--- src/hw/smad_defs.svh ---
/*
  Address map, field positions and flash layout constants of the
  system memory address decoder.
  Assumes a 24-bit byte address; included by bare name.
*/
`ifndef SMAD_DEFS_SVH
`define SMAD_DEFS_SVH

// system segment regions
`define SMAD_DUAL_PORT_RAM_LO     24'h00F600
`define SMAD_DUAL_PORT_RAM_HI     24'h00FDFF
`define SMAD_DUAL_PORT_RAM_BIT_LO 24'h00FD00
`define SMAD_SFR_LO       24'h00FE00
`define SMAD_SFR_HI       24'h00FFFF
`define SMAD_SFR_BIT_LO   24'h00FF00
`define SMAD_EXTENDED_FUNCTION_REG_AREA_LO      24'h00F000
`define SMAD_EXTENDED_FUNCTION_REG_AREA_HI      24'h00F1FF
`define SMAD_EXTENDED_FUNCTION_REG_AREA_BIT_LO  24'h00F100
`define SMAD_EXTRA_FUNCTION_REG_AREA_LO      24'h00E000
`define SMAD_EXTRA_FUNCTION_REG_AREA_HI      24'h00EFFF
`define SMAD_DATA_SRAM_LO     24'h008000
`define SMAD_DATA_SRAM_HI     24'h00DFFF
`define SMAD_RSV_DP_LO    24'h00F200
`define SMAD_RSV_DP_HI    24'h00F5FF

// outer segments
`define SMAD_FLASH_BASE   24'hC00000
`define SMAD_FLASH_M0_SZ  24'h010000
`define SMAD_FLASH_END    24'hD90000
`define SMAD_FLASH_RSV_LO 24'hC0F000
`define SMAD_PROGRAM_SRAM_BASE   24'hE00000
`define SMAD_PROGRAM_SRAM_END    24'hE1C000
`define SMAD_EXTIO_LO     24'h200000
`define SMAD_EXTIO_HI     24'h20FFFF

// field positions
`define SMAD_SEG_SHIFT    16
`define SMAD_PAGE_SHIFT   14
`define SMAD_MOD_SHIFT    18
`define SMAD_SECT_SHIFT   12
`define SMAD_BLK_SHIFT    7
`define SMAD_CLUS_SHIFT   2
`define SMAD_ECC_BITS     128

`endif

--- src/hw/smad_pkg.sv ---
/*
  Types shared by the address decoder files.
  Assumes nothing beyond a SystemVerilog compiler.
*/
package smad_pkg;

  // target codes; the value is also the select bit index
  typedef enum logic [2:0] {
    EXT   = 3'b000,
    DUAL_PORT_RAM = 3'b001,
    DATA_SRAM = 3'b010,
    SPECIAL_FUNCTION_REG_AREA   = 3'b011,
    EXTENDED_FUNCTION_REG_AREA  = 3'b100,
    EXTRA_FUNCTION_REG_AREA  = 3'b101,
    PROGRAM_SRAM = 3'b110,
    FLASH = 3'b111
  } smad_tgt_type;

  // flash read-protection unlock states
  typedef enum logic [1:0] {
    LOCKED = 2'b00,
    HALF   = 2'b01,
    OPEN   = 2'b10
  } smad_lock_type;

endpackage : smad_pkg

--- src/hw/smad_region_dec.sv ---
/*
  Combinational region classifier for one 24-bit address.
  Assumes the caller registers the results.
*/
`timescale 1ns/100ps
`include "smad_defs.svh"

module smad_region_dec (
  input  wire logic [23:0]         addr,       // byte address
  output smad_pkg::smad_tgt_type   tgt,        // selected target
  output logic                     bit_ok,     // direct bit access
  output logic                     flash_rsvd, // internal sector
  output logic                     ext_io,     // external io area
  output logic [2:0]               flash_mod   // flash module index
);

  //////////////////////////////////////////////////////////////////////
  // fixed boundary compare, first match wins so one target only
  always_comb begin
    logic [23:0] off;
    logic [23:0] big;
    off        = 24'(addr - `SMAD_FLASH_BASE);
    big        = 24'(off - `SMAD_FLASH_M0_SZ);
    tgt        = smad_pkg::EXT;
    bit_ok     = 1'b0;
    flash_rsvd = 1'b0;
    ext_io     = 1'b0;
    flash_mod  = 3'h0;
    if (addr[23:16] == 8'h00) begin
      if (addr >= `SMAD_DUAL_PORT_RAM_LO && addr <= `SMAD_DUAL_PORT_RAM_HI) begin
        tgt    = smad_pkg::DUAL_PORT_RAM;
        bit_ok = addr >= `SMAD_DUAL_PORT_RAM_BIT_LO;
      end else if (addr >= `SMAD_SFR_LO) begin
        tgt    = smad_pkg::SPECIAL_FUNCTION_REG_AREA;
        bit_ok = addr >= `SMAD_SFR_BIT_LO;
      end else if (addr >= `SMAD_EXTENDED_FUNCTION_REG_AREA_LO &&
                   addr <= `SMAD_EXTENDED_FUNCTION_REG_AREA_HI) begin
        tgt    = smad_pkg::EXTENDED_FUNCTION_REG_AREA;
        bit_ok = addr >= `SMAD_EXTENDED_FUNCTION_REG_AREA_BIT_LO;
      end else if (addr >= `SMAD_EXTRA_FUNCTION_REG_AREA_LO &&
                   addr <= `SMAD_EXTRA_FUNCTION_REG_AREA_HI) begin
        tgt = smad_pkg::EXTRA_FUNCTION_REG_AREA;
      end else if (addr >= `SMAD_DATA_SRAM_LO &&
                   addr <= `SMAD_DATA_SRAM_HI) begin
        tgt = smad_pkg::DATA_SRAM;
      end
    end else if (addr >= `SMAD_FLASH_BASE &&
                 addr < `SMAD_FLASH_END) begin
      tgt = smad_pkg::FLASH;
      if (off < `SMAD_FLASH_M0_SZ)
        flash_mod = 3'h0;
      else
        flash_mod = 3'(big[20:`SMAD_MOD_SHIFT]) + 3'h1;
      flash_rsvd = addr >= `SMAD_FLASH_RSV_LO &&
                   off < `SMAD_FLASH_M0_SZ;
    end else if (addr >= `SMAD_PROGRAM_SRAM_BASE &&
                 addr < `SMAD_PROGRAM_SRAM_END) begin
      tgt = smad_pkg::PROGRAM_SRAM;
    end else begin
      ext_io = addr >= `SMAD_EXTIO_LO && addr <= `SMAD_EXTIO_HI;
    end
  end

endmodule : smad_region_dec

--- src/hw/smad_top.sv ---
/*
  System memory address decoder: steers code fetches and data
  transfers to their targets, maps general registers into the
  dual port ram, guards flash and program sram, corrects flash reads.
  Assumes requesters, flash and sram share mclk and a synchronous
  reset; requests are single-cycle strobes, answered one edge later.
*/
// Functional notes
// - 256 segments of 64K, four 16K pages
// - byte or word access at any address
// - dual port ram, data sram, register areas decoded only in segment zero
// - F600 to FDFF is dual port ram
// - 8000 to DFFF is data sram
// - reserved segment zero areas become external bus cycles
// - top 256 bytes and registers bit addressable
// - register bank maps sixteen words or bytes
// - two 512 byte special register areas
// - fetches via program unit, data via data unit
// - both units transfer concurrently
// - protected program sram rejects writes
// - external io area disables pipeline shortcuts
// - seven flash modules in 4K sectors
// - top sector of first segment reserved
// - sector erase, 128 byte blocks, clusters
// - 128 bit reads pass error correction
// - read protection unlocked by password sequence
`timescale 1ns/100ps
`include "smad_defs.svh"

module smad_top (
  input  wire logic         mclk,          // system clock
  input  wire logic         rst,           // sync reset, high
  // program unit side
  input  wire logic         fch_req,       // fetch strobe
  input  wire logic [23:0]  fch_addr,      // fetch address
  input  wire logic         fch_word,      // 1 word, 0 byte
  output logic              fch_ack,       // answer pulse
  output logic [7:0]        fch_sel,       // one-hot target
  output logic              fch_err,       // fetch refused
  output logic [1:0]        fch_be,        // byte lanes
  output logic [7:0]        fch_seg,       // segment number
  output logic [9:0]        fch_page,      // data page number
  output logic [2:0]        fch_fmod,      // flash module
  output logic              fch_noopt,     // shortcuts off
  // data unit side
  input  wire logic         dat_req,       // data strobe
  input  wire logic [23:0]  dat_addr,      // data address
  input  wire logic         dat_word,      // 1 word, 0 byte
  input  wire logic         dat_write,     // 1 write
  output logic              dat_ack,       // answer pulse
  output logic [7:0]        dat_sel,       // one-hot target
  output logic              dat_err,       // access refused
  output logic [1:0]        dat_be,        // byte lanes
  output logic [7:0]        dat_seg,       // segment number
  output logic [9:0]        dat_page,      // data page number
  output logic              dat_bit_ok,    // direct bit access
  output logic [2:0]        dat_fmod,      // flash module
  output logic [8:0]        dat_sector,    // flash sector
  output logic [6:0]        dat_cluster,   // protection cluster
  output logic [4:0]        dat_block,     // 128 byte block
  output logic              dat_noopt,     // shortcuts off
  // general register mapping
  input  wire logic         gpr_req,       // register strobe
  input  wire logic [23:0]  gpr_cp,        // bank base
  input  wire logic [3:0]   gpr_num,       // register number
  input  wire logic         gpr_word,      // 1 word register
  output logic              gpr_ack,       // answer pulse
  output logic [23:0]       gpr_addr,      // mapped address
  output logic              gpr_bit_ok,    // bit access allowed
  output logic              gpr_err,       // outside dual_port_ram
  // protection
  input  wire logic [16:0]  program_sram_wp_size, // protected bytes
  input  wire logic         rp_enable,     // flash read protect
  input  wire logic         pw_valid,      // password word
  input  wire logic [15:0]  pw_word,       // password data
  input  wire logic [31:0]  pw_key,        // stored password
  input  wire logic         relock,        // end unlock
  output logic              flash_unlocked, // unlock active
  // flash read return
  input  wire logic         frd_valid,     // flash data valid
  input  wire logic [127:0] frd_data,      // raw flash line
  input  wire logic [7:0]   frd_chk,       // stored check bits
  output logic              rd_valid,      // corrected valid
  output logic [127:0]      rd_data,       // corrected line
  output logic              rd_fixed       // a bit was flipped
);

  //////////////////////////////////////////////////////////////////////
  // helpers

  function automatic logic [7:0] smad_onehot(
    input smad_pkg::smad_tgt_type t);
    return 8'(8'h01 << t);
  endfunction : smad_onehot

  function automatic logic [1:0] smad_lanes(
    input logic word, input logic a0);
    return word ? 2'b11 : (a0 ? 2'b10 : 2'b01);
  endfunction : smad_lanes

  // position-xor check code, names the flipped bit directly
  function automatic logic [7:0] smad_ecc(input logic [127:0] d);
    logic [7:0] s;
    s = 8'h00;
    for (int i = 0; i < `SMAD_ECC_BITS; i++) begin
      if (d[i])
        s = s ^ 8'(i + 1);
    end
    return s;
  endfunction : smad_ecc

  //////////////////////////////////////////////////////////////////////
  // region decode, one per unit so both run in the same cycle

  smad_pkg::smad_tgt_type f_tgt;
  smad_pkg::smad_tgt_type d_tgt;
  logic                   f_rsvd;
  logic                   f_io;
  logic [2:0]             f_mod;
  logic                   d_bit;
  logic                   d_rsvd;
  logic                   d_io;
  logic [2:0]             d_mod;
  logic                   rp_block;
  logic [23:0]            d_off;
  logic [23:0]            p_off;

  smad_region_dec u_fch_dec (
    .addr       (fch_addr),
    .tgt        (f_tgt),
    .bit_ok     (),
    .flash_rsvd (f_rsvd),
    .ext_io     (f_io),
    .flash_mod  (f_mod)
  );

  smad_region_dec u_dat_dec (
    .addr       (dat_addr),
    .tgt        (d_tgt),
    .bit_ok     (d_bit),
    .flash_rsvd (d_rsvd),
    .ext_io     (d_io),
    .flash_mod  (d_mod)
  );

  // locked flash refuses reads until the password opens it
  assign rp_block = rp_enable && !flash_unlocked;
  assign d_off    = 24'(dat_addr - `SMAD_FLASH_BASE);
  assign p_off    = 24'(dat_addr - `SMAD_PROGRAM_SRAM_BASE);

  //////////////////////////////////////////////////////////////////////
  // fetch channel
  always_ff @(posedge mclk) begin
    if (rst) begin
      fch_ack   <= 1'b0;
      fch_sel   <= 8'h00;
      fch_err   <= 1'b0;
      fch_be    <= 2'b00;
      fch_seg   <= 8'h00;
      fch_page  <= 10'h000;
      fch_fmod  <= 3'h0;
      fch_noopt <= 1'b0;
    end else begin
      fch_ack <= fch_req;
      if (fch_req) begin
        fch_sel   <= smad_onehot(f_tgt);
        fch_err   <= f_rsvd || (f_tgt == smad_pkg::FLASH && rp_block);
        fch_be    <= smad_lanes(fch_word, fch_addr[0]);
        fch_seg   <= fch_addr[23:`SMAD_SEG_SHIFT];
        fch_page  <= fch_addr[23:`SMAD_PAGE_SHIFT];
        fch_fmod  <= f_mod;
        fch_noopt <= f_io;
      end
    end
  end

  //////////////////////////////////////////////////////////////////////
  // data channel
  always_ff @(posedge mclk) begin
    if (rst) begin
      dat_ack     <= 1'b0;
      dat_sel     <= 8'h00;
      dat_err     <= 1'b0;
      dat_be      <= 2'b00;
      dat_seg     <= 8'h00;
      dat_page    <= 10'h000;
      dat_bit_ok  <= 1'b0;
      dat_fmod    <= 3'h0;
      dat_sector  <= 9'h000;
      dat_cluster <= 7'h00;
      dat_block   <= 5'h00;
      dat_noopt   <= 1'b0;
    end else begin
      dat_ack <= dat_req;
      if (dat_req) begin
        dat_sel     <= smad_onehot(d_tgt);
        dat_err     <= (d_tgt == smad_pkg::PROGRAM_SRAM && dat_write &&
                        p_off < {7'h00, program_sram_wp_size}) ||
                       d_rsvd ||
                       (d_tgt == smad_pkg::FLASH && rp_block);
        dat_be      <= smad_lanes(dat_word, dat_addr[0]);
        dat_seg     <= dat_addr[23:`SMAD_SEG_SHIFT];
        dat_page    <= dat_addr[23:`SMAD_PAGE_SHIFT];
        dat_bit_ok  <= d_bit;
        dat_fmod    <= d_mod;
        dat_sector  <= d_off[20:`SMAD_SECT_SHIFT];
        dat_cluster <= d_off[20:`SMAD_SECT_SHIFT + `SMAD_CLUS_SHIFT];
        dat_block   <= d_off[`SMAD_SECT_SHIFT - 1:`SMAD_BLK_SHIFT];
        dat_noopt   <= d_io;
      end
    end
  end

  //////////////////////////////////////////////////////////////////////
  // general register mapping; bytes only cover the first eight words
  logic [23:0] g_addr;
  assign g_addr = gpr_word ? 24'(gpr_cp + {19'h0, gpr_num, 1'b0})
                           : 24'(gpr_cp + {20'h0, gpr_num});

  always_ff @(posedge mclk) begin
    if (rst) begin
      gpr_ack    <= 1'b0;
      gpr_addr   <= 24'h000000;
      gpr_bit_ok <= 1'b0;
      gpr_err    <= 1'b0;
    end else begin
      gpr_ack <= gpr_req;
      if (gpr_req) begin
        gpr_addr   <= g_addr;
        gpr_err    <= g_addr < `SMAD_DUAL_PORT_RAM_LO ||
                      g_addr > `SMAD_DUAL_PORT_RAM_HI;
        gpr_bit_ok <= g_addr >= `SMAD_DUAL_PORT_RAM_LO &&
                      g_addr <= `SMAD_DUAL_PORT_RAM_HI;
      end
    end
  end

  //////////////////////////////////////////////////////////////////////
  // password unlock; a wrong word restarts, relock always wins
  smad_pkg::smad_lock_type lock_reg;
  smad_pkg::smad_lock_type lock_next;

  always_comb begin
    lock_next = lock_reg;
    unique case (lock_reg)
      smad_pkg::LOCKED: begin
        if (pw_valid && pw_word == pw_key[15:0])
          lock_next = smad_pkg::HALF;
      end
      smad_pkg::HALF: begin
        if (pw_valid)
          lock_next = (pw_word == pw_key[31:16]) ? smad_pkg::OPEN
                                                 : smad_pkg::LOCKED;
      end
      smad_pkg::OPEN: begin
        lock_next = smad_pkg::OPEN;
      end
      default: begin
        lock_next = smad_pkg::LOCKED;
      end
    endcase
    if (relock)
      lock_next = smad_pkg::LOCKED;
  end

  always_ff @(posedge mclk) begin
    if (rst) begin
      lock_reg       <= smad_pkg::LOCKED;
      flash_unlocked <= 1'b0;
    end else begin
      lock_reg       <= lock_next;
      flash_unlocked <= lock_next == smad_pkg::OPEN;
    end
  end

  //////////////////////////////////////////////////////////////////////
  // flash read correction; a check-bit error is not separable here
  logic [7:0]   syn;
  logic [127:0] fixed;
  logic         flip;

  always_comb begin
    syn   = smad_ecc(frd_data) ^ frd_chk;
    flip  = syn != 8'h00 && syn <= 8'h80;
    fixed = frd_data;
    if (flip)
      fixed[7'(syn - 8'h01)] = ~frd_data[7'(syn - 8'h01)];
  end

  always_ff @(posedge mclk) begin
    if (rst) begin
      rd_valid <= 1'b0;
      rd_data  <= 128'h0;
      rd_fixed <= 1'b0;
    end else begin
      rd_valid <= frd_valid;
      if (frd_valid) begin
        rd_data  <= fixed;
        rd_fixed <= flip;
      end
    end
  end
endmodule : smad_top

--- config.mk ---
export PLATFORM = sky130hd
export DESIGN_NAME = smad_top
export DESIGN_NICKNAME = d
export VERILOG_FILES = /design/src/hw/smad_pkg.sv /design/src/hw/smad_region_dec.sv /design/src/hw/smad_top.sv
export VERILOG_INCLUDE_DIRS = /design/src /design/src/hw
export SDC_FILE = /design/constraint.sdc
export NUM_CORES = 1
export LEC_CHECK = 0
export ABC_AREA = 1
export BUFFER_PORTS_ARGS = -buffer_cell sky130_fd_sc_hd__buf_2
export CORE_MARGIN = 5
export CORE_UTILIZATION = 47
export DETAILED_ROUTE_END_ITERATION = 10
export PLACE_DENSITY_LB_ADDON = 0.15
export SETUP_SLACK_MARGIN = 0.5
export SYNTH_ARGS = -nofsm -noshare
export SYNTH_HDL_FRONTEND = slang
export SYNTH_SLANG_ARGS = --single-unit
--- constraint.sdc ---
create_clock -name mclk -period 4.55 [get_ports mclk]
set_input_delay 0.6825 -clock mclk [delete_from_list [all_inputs] [get_ports mclk]]
set_output_delay 0.6825 -clock mclk [all_outputs]
set_load 0.005 [all_outputs]
== Word-level counts from Yosys, hierarchy flattened ==
Cells that the tools add are included.
Widths: inputs -> output; s select.

* Reduce and logical (&&, ||, !) cells: 34
* Multiplexer cells: 180
* Bitwise operators: 129
* Add/subtract/negate cells: 10
* Magnitude comparators: 45
* Shift-type cells: 2
* Eq/ne operators: 8

{| class="wikitable"
|+ Operator list
! operator !! count
|-
| $mux 7 || 64
|-
| $ge 24x16->1 const B || 14
|-
| $le 24x16->1 const B || 9
|-
| $mux 6 || 32
|-
| $ge 24x24->1 const B || 6
|-
| $not 4->4 || 35
|-
| $bwmux 128 || 1
|-
| $mux 128 || 1
|-
| $not 3->3 || 35
|-
| $not 5->5 || 21
|-
| $lt 24x24->1 const B || 4
|-
| $mux 5 || 16
|-
| $mux 3 || 24
|-
| $sub 24x24->24 const B || 3
|-
| $ge 24x22->1 const B || 2
|-
| $le 24x22->1 const B || 2
|-
| $lt 24x17->1 const B || 2
|-
| $not 2->2 || 21
|-
| $not 6->6 || 7
|-
| $sub 21x17->21 const B || 2
|-
| $eq 16x16->1 || 2
|-
| $mux 4 || 8
|-
| $logic_and 1x1->1 || 25
|-
| $add 24x4->24 || 1
|-
| 29 further kinds || 71
|}

* Output and inout port bits: 248
* Input bits: 290
* Bits in registers: 250
* Logic and storage cells: 437

== Logic depth before layout (Yosys ltp) ==
* Depth after elaboration: 256
* Gate-level depth with buffers: 38

== Cells and area by module ==
A second synthesis with hierarchy kept.

* Cell total of the unflattened synthesis: 3419
* Area, all modules: 19662.6 µm²

{| class="wikitable"
|+ By module, submodules not included
! module !! seq. area each (µm²) !! cells an instance !! instances !! area an instance (µm²)
|-
| smad_top || 4404.2 || 3259 || 1 || 18846.8
|-
| smad_region_dec || 0.0 || 80 || 2 || 407.9
|}

== Worst setup path after synthesis ==
No wires, ideal clock.

* Kind: input to register
* Start point: input frd_data[126]
* End point: register rd_data[60]
* Path buffers: 4
* Library setup time: 0.132 ns
* Required time: 4.418 ns
* Arrival: 3.353 ns
* Stages on the path: 36
* Setup slack: 1.065 ns
* Cells stage by stage: buf_4 > inv_2 > nand2_1 > nand2_1 > nand2_1 > nand2_1 > nand3_1 > nand2_1 > inv_1 > nand2_1 > nand2_1 > nand2_1 > nand2_1 > nand2_1 > nand2_1 > nand2_2 > inv_2 > nor2_8 > nand3_4 > nand2_1 > nand2_2 > buf_2 > nor2_1 > nand2_1 > nand2_1 > nor2_1 > nor2_1 > nand2_1 > nand2_1 > nand2_1 > nor2_2 > buf_6 > buf_6 > nand2_1 > nand3_1 > a21oi_1

* Word-level cells in the longest chain between the ends: 10
* Elaborated cells on any way between the ends: 17
* Those cells by class: add/sub: 1; order compare: 3; mux: 8; bitwise: 2; reduce/logical: 3

{| class="wikitable"
|+ Ends and longest elaborated chain
! what !! RTL line !! text
|-
| start: declaration || smad_top.sv:81 || <nowiki>input wire logic [127:0] frd_data,</nowiki>
|-
| $mux 7 || smad_top.sv:106 || <nowiki>if (d[i])</nowiki>
|-
| $mux 8 || smad_top.sv:106 ||
|-
| $xor 8x8->8 || smad_top.sv:283 || <nowiki>syn = smad_ecc(frd_data) ^ frd_chk;</nowiki>
|-
| $sub 7x1->7 || smad_top.sv:287 || <nowiki>fixed[7'(syn - 8'h01)] = ~frd_data[7'(syn - 8'h01)];</nowiki>
|-
| $lt 7x8->1 (not written as such) or $ge 7x1->1 (tied branches) || smad_top.sv:287 ||
|-
| $logic_and 1x1->1 (not written as such) || smad_top.sv:287 ||
|-
| $mux 1 (not written as such) || smad_top.sv:287 ||
|-
| $demux 1 s7 || smad_top.sv:287 ||
|-
| $bwmux 128 || smad_top.sv:287 ||
|-
| $mux 128 * || smad_top.sv:286 || <nowiki>if (flip)</nowiki>
|-
| end signal: assignment || smad_top.sv:298 || <nowiki>rd_data <= fixed;</nowiki>
|-
| end: declaration || smad_top.sv:84 || <nowiki>output logic [127:0] rd_data,</nowiki>
|}

Every way passes the cells marked *; elsewhere a longest branch is shown, timed or not. The select of a mux whose other input is x is not followed.
A chain may end at the register's enable or synchronous reset.

== Worst setup path in the final report ==
* Start point: input frd_data[122]
* End point: register rd_data[65]

* Word-level cells in the longest chain between the ends: 18
* Elaborated cells on any way between the ends: 25
* Those cells by class: add/sub: 1; order compare: 3; mux: 12; bitwise: 6; reduce/logical: 3

{| class="wikitable"
|+ Ends and longest elaborated chain
! what !! RTL line
|-
| $mux 7 || smad_top.sv:106
|-
| $not 5->5 (no source line) || n/a
|-
| $mux 7 || smad_top.sv:106
|-
| $not 6->6 (no source line) || n/a
|-
| $mux 7 || smad_top.sv:106
|-
| $not 6->6 (no source line) || n/a
|-
| $mux 7 || smad_top.sv:106
|-
| $not 7->7 (no source line) || n/a
|-
| [... 2 more ...] || n/a
|-
| $xor 8x8->8 || smad_top.sv:283
|-
| $sub 7x1->7 || smad_top.sv:287
|-
| $lt 7x8->1 (not written as such) or $ge 7x1->1 (tied branches) || smad_top.sv:287
|-
| $logic_and 1x1->1 (not written as such) || smad_top.sv:287
|-
| $mux 1 (not written as such) || smad_top.sv:287
|-
| $demux 1 s7 || smad_top.sv:287
|-
| $bwmux 128 || smad_top.sv:287
|-
| $mux 128 * || smad_top.sv:286
|}

Marked as above.

==> results.md <==
* Outcome: finished, final reports clean
* Max_cap viols at 0
* Ys flop type: dfxtp_1
* Hold Fails Final Rpt at 0
* Final Critical Period at 3.90 ns
* DR pass1 iterations at 6
* Worst Setup End Kind: flip-flop
* Vias per cell at 5.27
* Worst R2R Path Depth at 4
* Syn avg cell area at 5.95 um2
* Mapped Nets at 3606
* Post-synthesis instance area at 0.0195 mm2
* Vias at 22600
* Detailed-route wire length per cell at 18.7 um
* Crit path largest cell delay at 0.27 ns
* CP required at 4.99 ns
* CTS max path bufs at 3
* Clock slew at reported path FFs at 0.06 ns
* 1st-iter DRT viols at 2146
* Worst Hold Depth at 2
* Chip width at 214 um
* Global-route wire length before repair at 117 mm
* Pwr dens at 595 mW/mm2
* Hold Path Class: in2reg
* Commonest non-fill, non-tap cell in the layout: nand2_1
* Ys async rst share at 0%
* Setup-failing EPs final at 0
* P&R area growth vs syn at 22.8%
* Fin nets at 4068
* Cell mode on critical path: nand2_1
* Largest register FFs at 128
* Non-filler cells in the finished layout at 4294
* Initial Utilization at 47.6%
* IO Pins at 538
* Slew headroom at 33.9%
* DIE AREA at 0.0457 mm2
* Fraction of layout cells with a size suffix above 1 at 23.2%
* H-tree Lvls at 1
* Maximum fanout along the worst path at 6
* Setup TNS at 0 ns
* Top flop regs: rd_data (128), gpr_addr (24)
* Post-synth EDFFs at 0
* Vias in the first global route at 19900
* WS Path Type: in2reg
* Synth Warn # at 0
* CP arrival at 4.35 ns
* CTS buffer count at 24
* Global-route usage over all layers at 32.6%
* Multi-input logic area at 0.0129 mm2
* Clock Sinks at 220
* Largest net degree at the start of global routing at 95
* Initial antenna violation count at 1
* Total wire length at 80.3 mm
* Cell variety after synth at 55
* Final clock skew at 0.00560 ns
* Final cycle utilization of the critical path at 85.8%
* Flop2flop setup slack at 3.57 ns
* RSZ-0062 raised after global routing: true
* Worst slew pin tran at 0.991 ns
* Post-route DRC at 0
* Placed Area at 0.0227 mm2
* Peak supply drop at 0.730 mV
* GP Congestion at 1.02
* DP HPWL at 64.4 mm
* Filler cells at 4289
* Syn Inst Count at 3285
* Clock latency on the worst-skew pair at 0.52 ns
* Routed Antenna Nets at 0
* Top reg by flops: rd_data
* PortBufs at 529
* Most frequent cells in the layout: nand2_1, buf_2, nand3_1
* Max-slew violations at 0
* Total grt overflow at 0
* Crit start category: primary input
* Cts hold-fix bufs at 0
* ANT cells at 0
* CORE AREA at 0.0410 mm2
* Flops & latches, synth at 220
* Post-Layout Inst Area at 0.0240 mm2
* Height of the die at 214 um
* Leak at 0.0123 uW
* # placed instances at 4236
* Cell Rows at 74
* CTS tree: yes
* Worst path slowest cell: nor2_4
* Root Driver: clkbuf_16
* Fmax at 0.256 GHz
* Post-synthesis sequential area ratio at 22.5%
* Storage cell area at 0.00440 mm2
layout make-up:
cell class | count | area share (%)
multi-input cells | 2515 | 54.0
flip-flops and latches | 220 | 18.4
repair buffers | 642 | 16.2
inverters | 344 | 5.50
clock buffers | 34 | 2.92
well taps | 532 | 2.78
clock inverters | 7 | 0.287
cell families (layout without fill, tap and decap cells):
kind of cell | Yosys count | in the layout | share of synthesized area [%]
simple gates | 1807 | 1807 | 39.8
flops | 220 | 220 | 22.5
compound gates | 423 | 423 | 11.5
buf+inv | 550 | 1027 | 12.4
fa+ha+maj | 31 | 31 | 2.06
xor+xnor | 254 | 254 | 11.6
cells in the mapped netlist, types with 29 or more instances:
library cell	instances	area, um2
clkbuf_1	75	282
o21ai_0	135	676
xor2_1	135	1180
nor2_1	260	976
ha_1	29	363
nand2_1	1016	3810
inv_1	288	1080
xnor2_1	115	1010
o21ai_1	59	295
buf_4	43	323
inv_2	54	203
a21oi_1	174	871
buf_2	66	330
nand3_1	362	1810
nand4_1	38	238
dfxtp_1	220	4400
worst max-delay path, delay by kind of cell:
kind / cells / cell delay, ns
simple gates: 22 / 2.21
xor+xnor: 1 / 0.22
buf+inv: 9 / 1.04
compound gates: 1 / 0.19
path summary, 6_finish.rpt:
path / start / endpoint
hold reg to reg: rd_data[86] / rd_data[86]
hold / removal: fch_addr[0] / fch_be[0]
setup reg to reg: lock_reg[0] / flash_unlocked
setup / recovery: frd_data[122] / rd_data[65]
what timing repair did:
action	4_1_cts	5_1_grt
resized for setup	0	102
setup endpoints to repair	0	130
buffers inserted	0	13
where the power goes:
group,internal [uW],switching [uW]
combinational,4190,6050
clock,1120,791
sequential,2050,72.5
total,7360,6920
per-layer routing:
metal  share of wire (%)  global-route usage, %  routed length [um]
met5                   0                      0                   0
met4                 4.9                   13.1                3960
met3                 8.5                   4.89                6800
met2                  45                   52.1               36200
met1                  42                   44.3               33400
metrics by stage:
step | total power (uW) | worst slack, ns | hold WS [ns] | util [%]
after floorplan | 8160 | 1.07 | 0.462 | -
after global placement | 10600 | 0.190 | 0.451 | 55.2
after detailed placement | 10600 | 0.163 | 0.452 | 55.2
after CTS | 12500 | 0.691 | 0.324 | 57.1
after global routing | 15100 | 0.437 | 0.347 | 58.5
final | 14300 | 0.646 | 0.348 | 58.5
No activity file was read; power rests on OpenSTA's default activity.
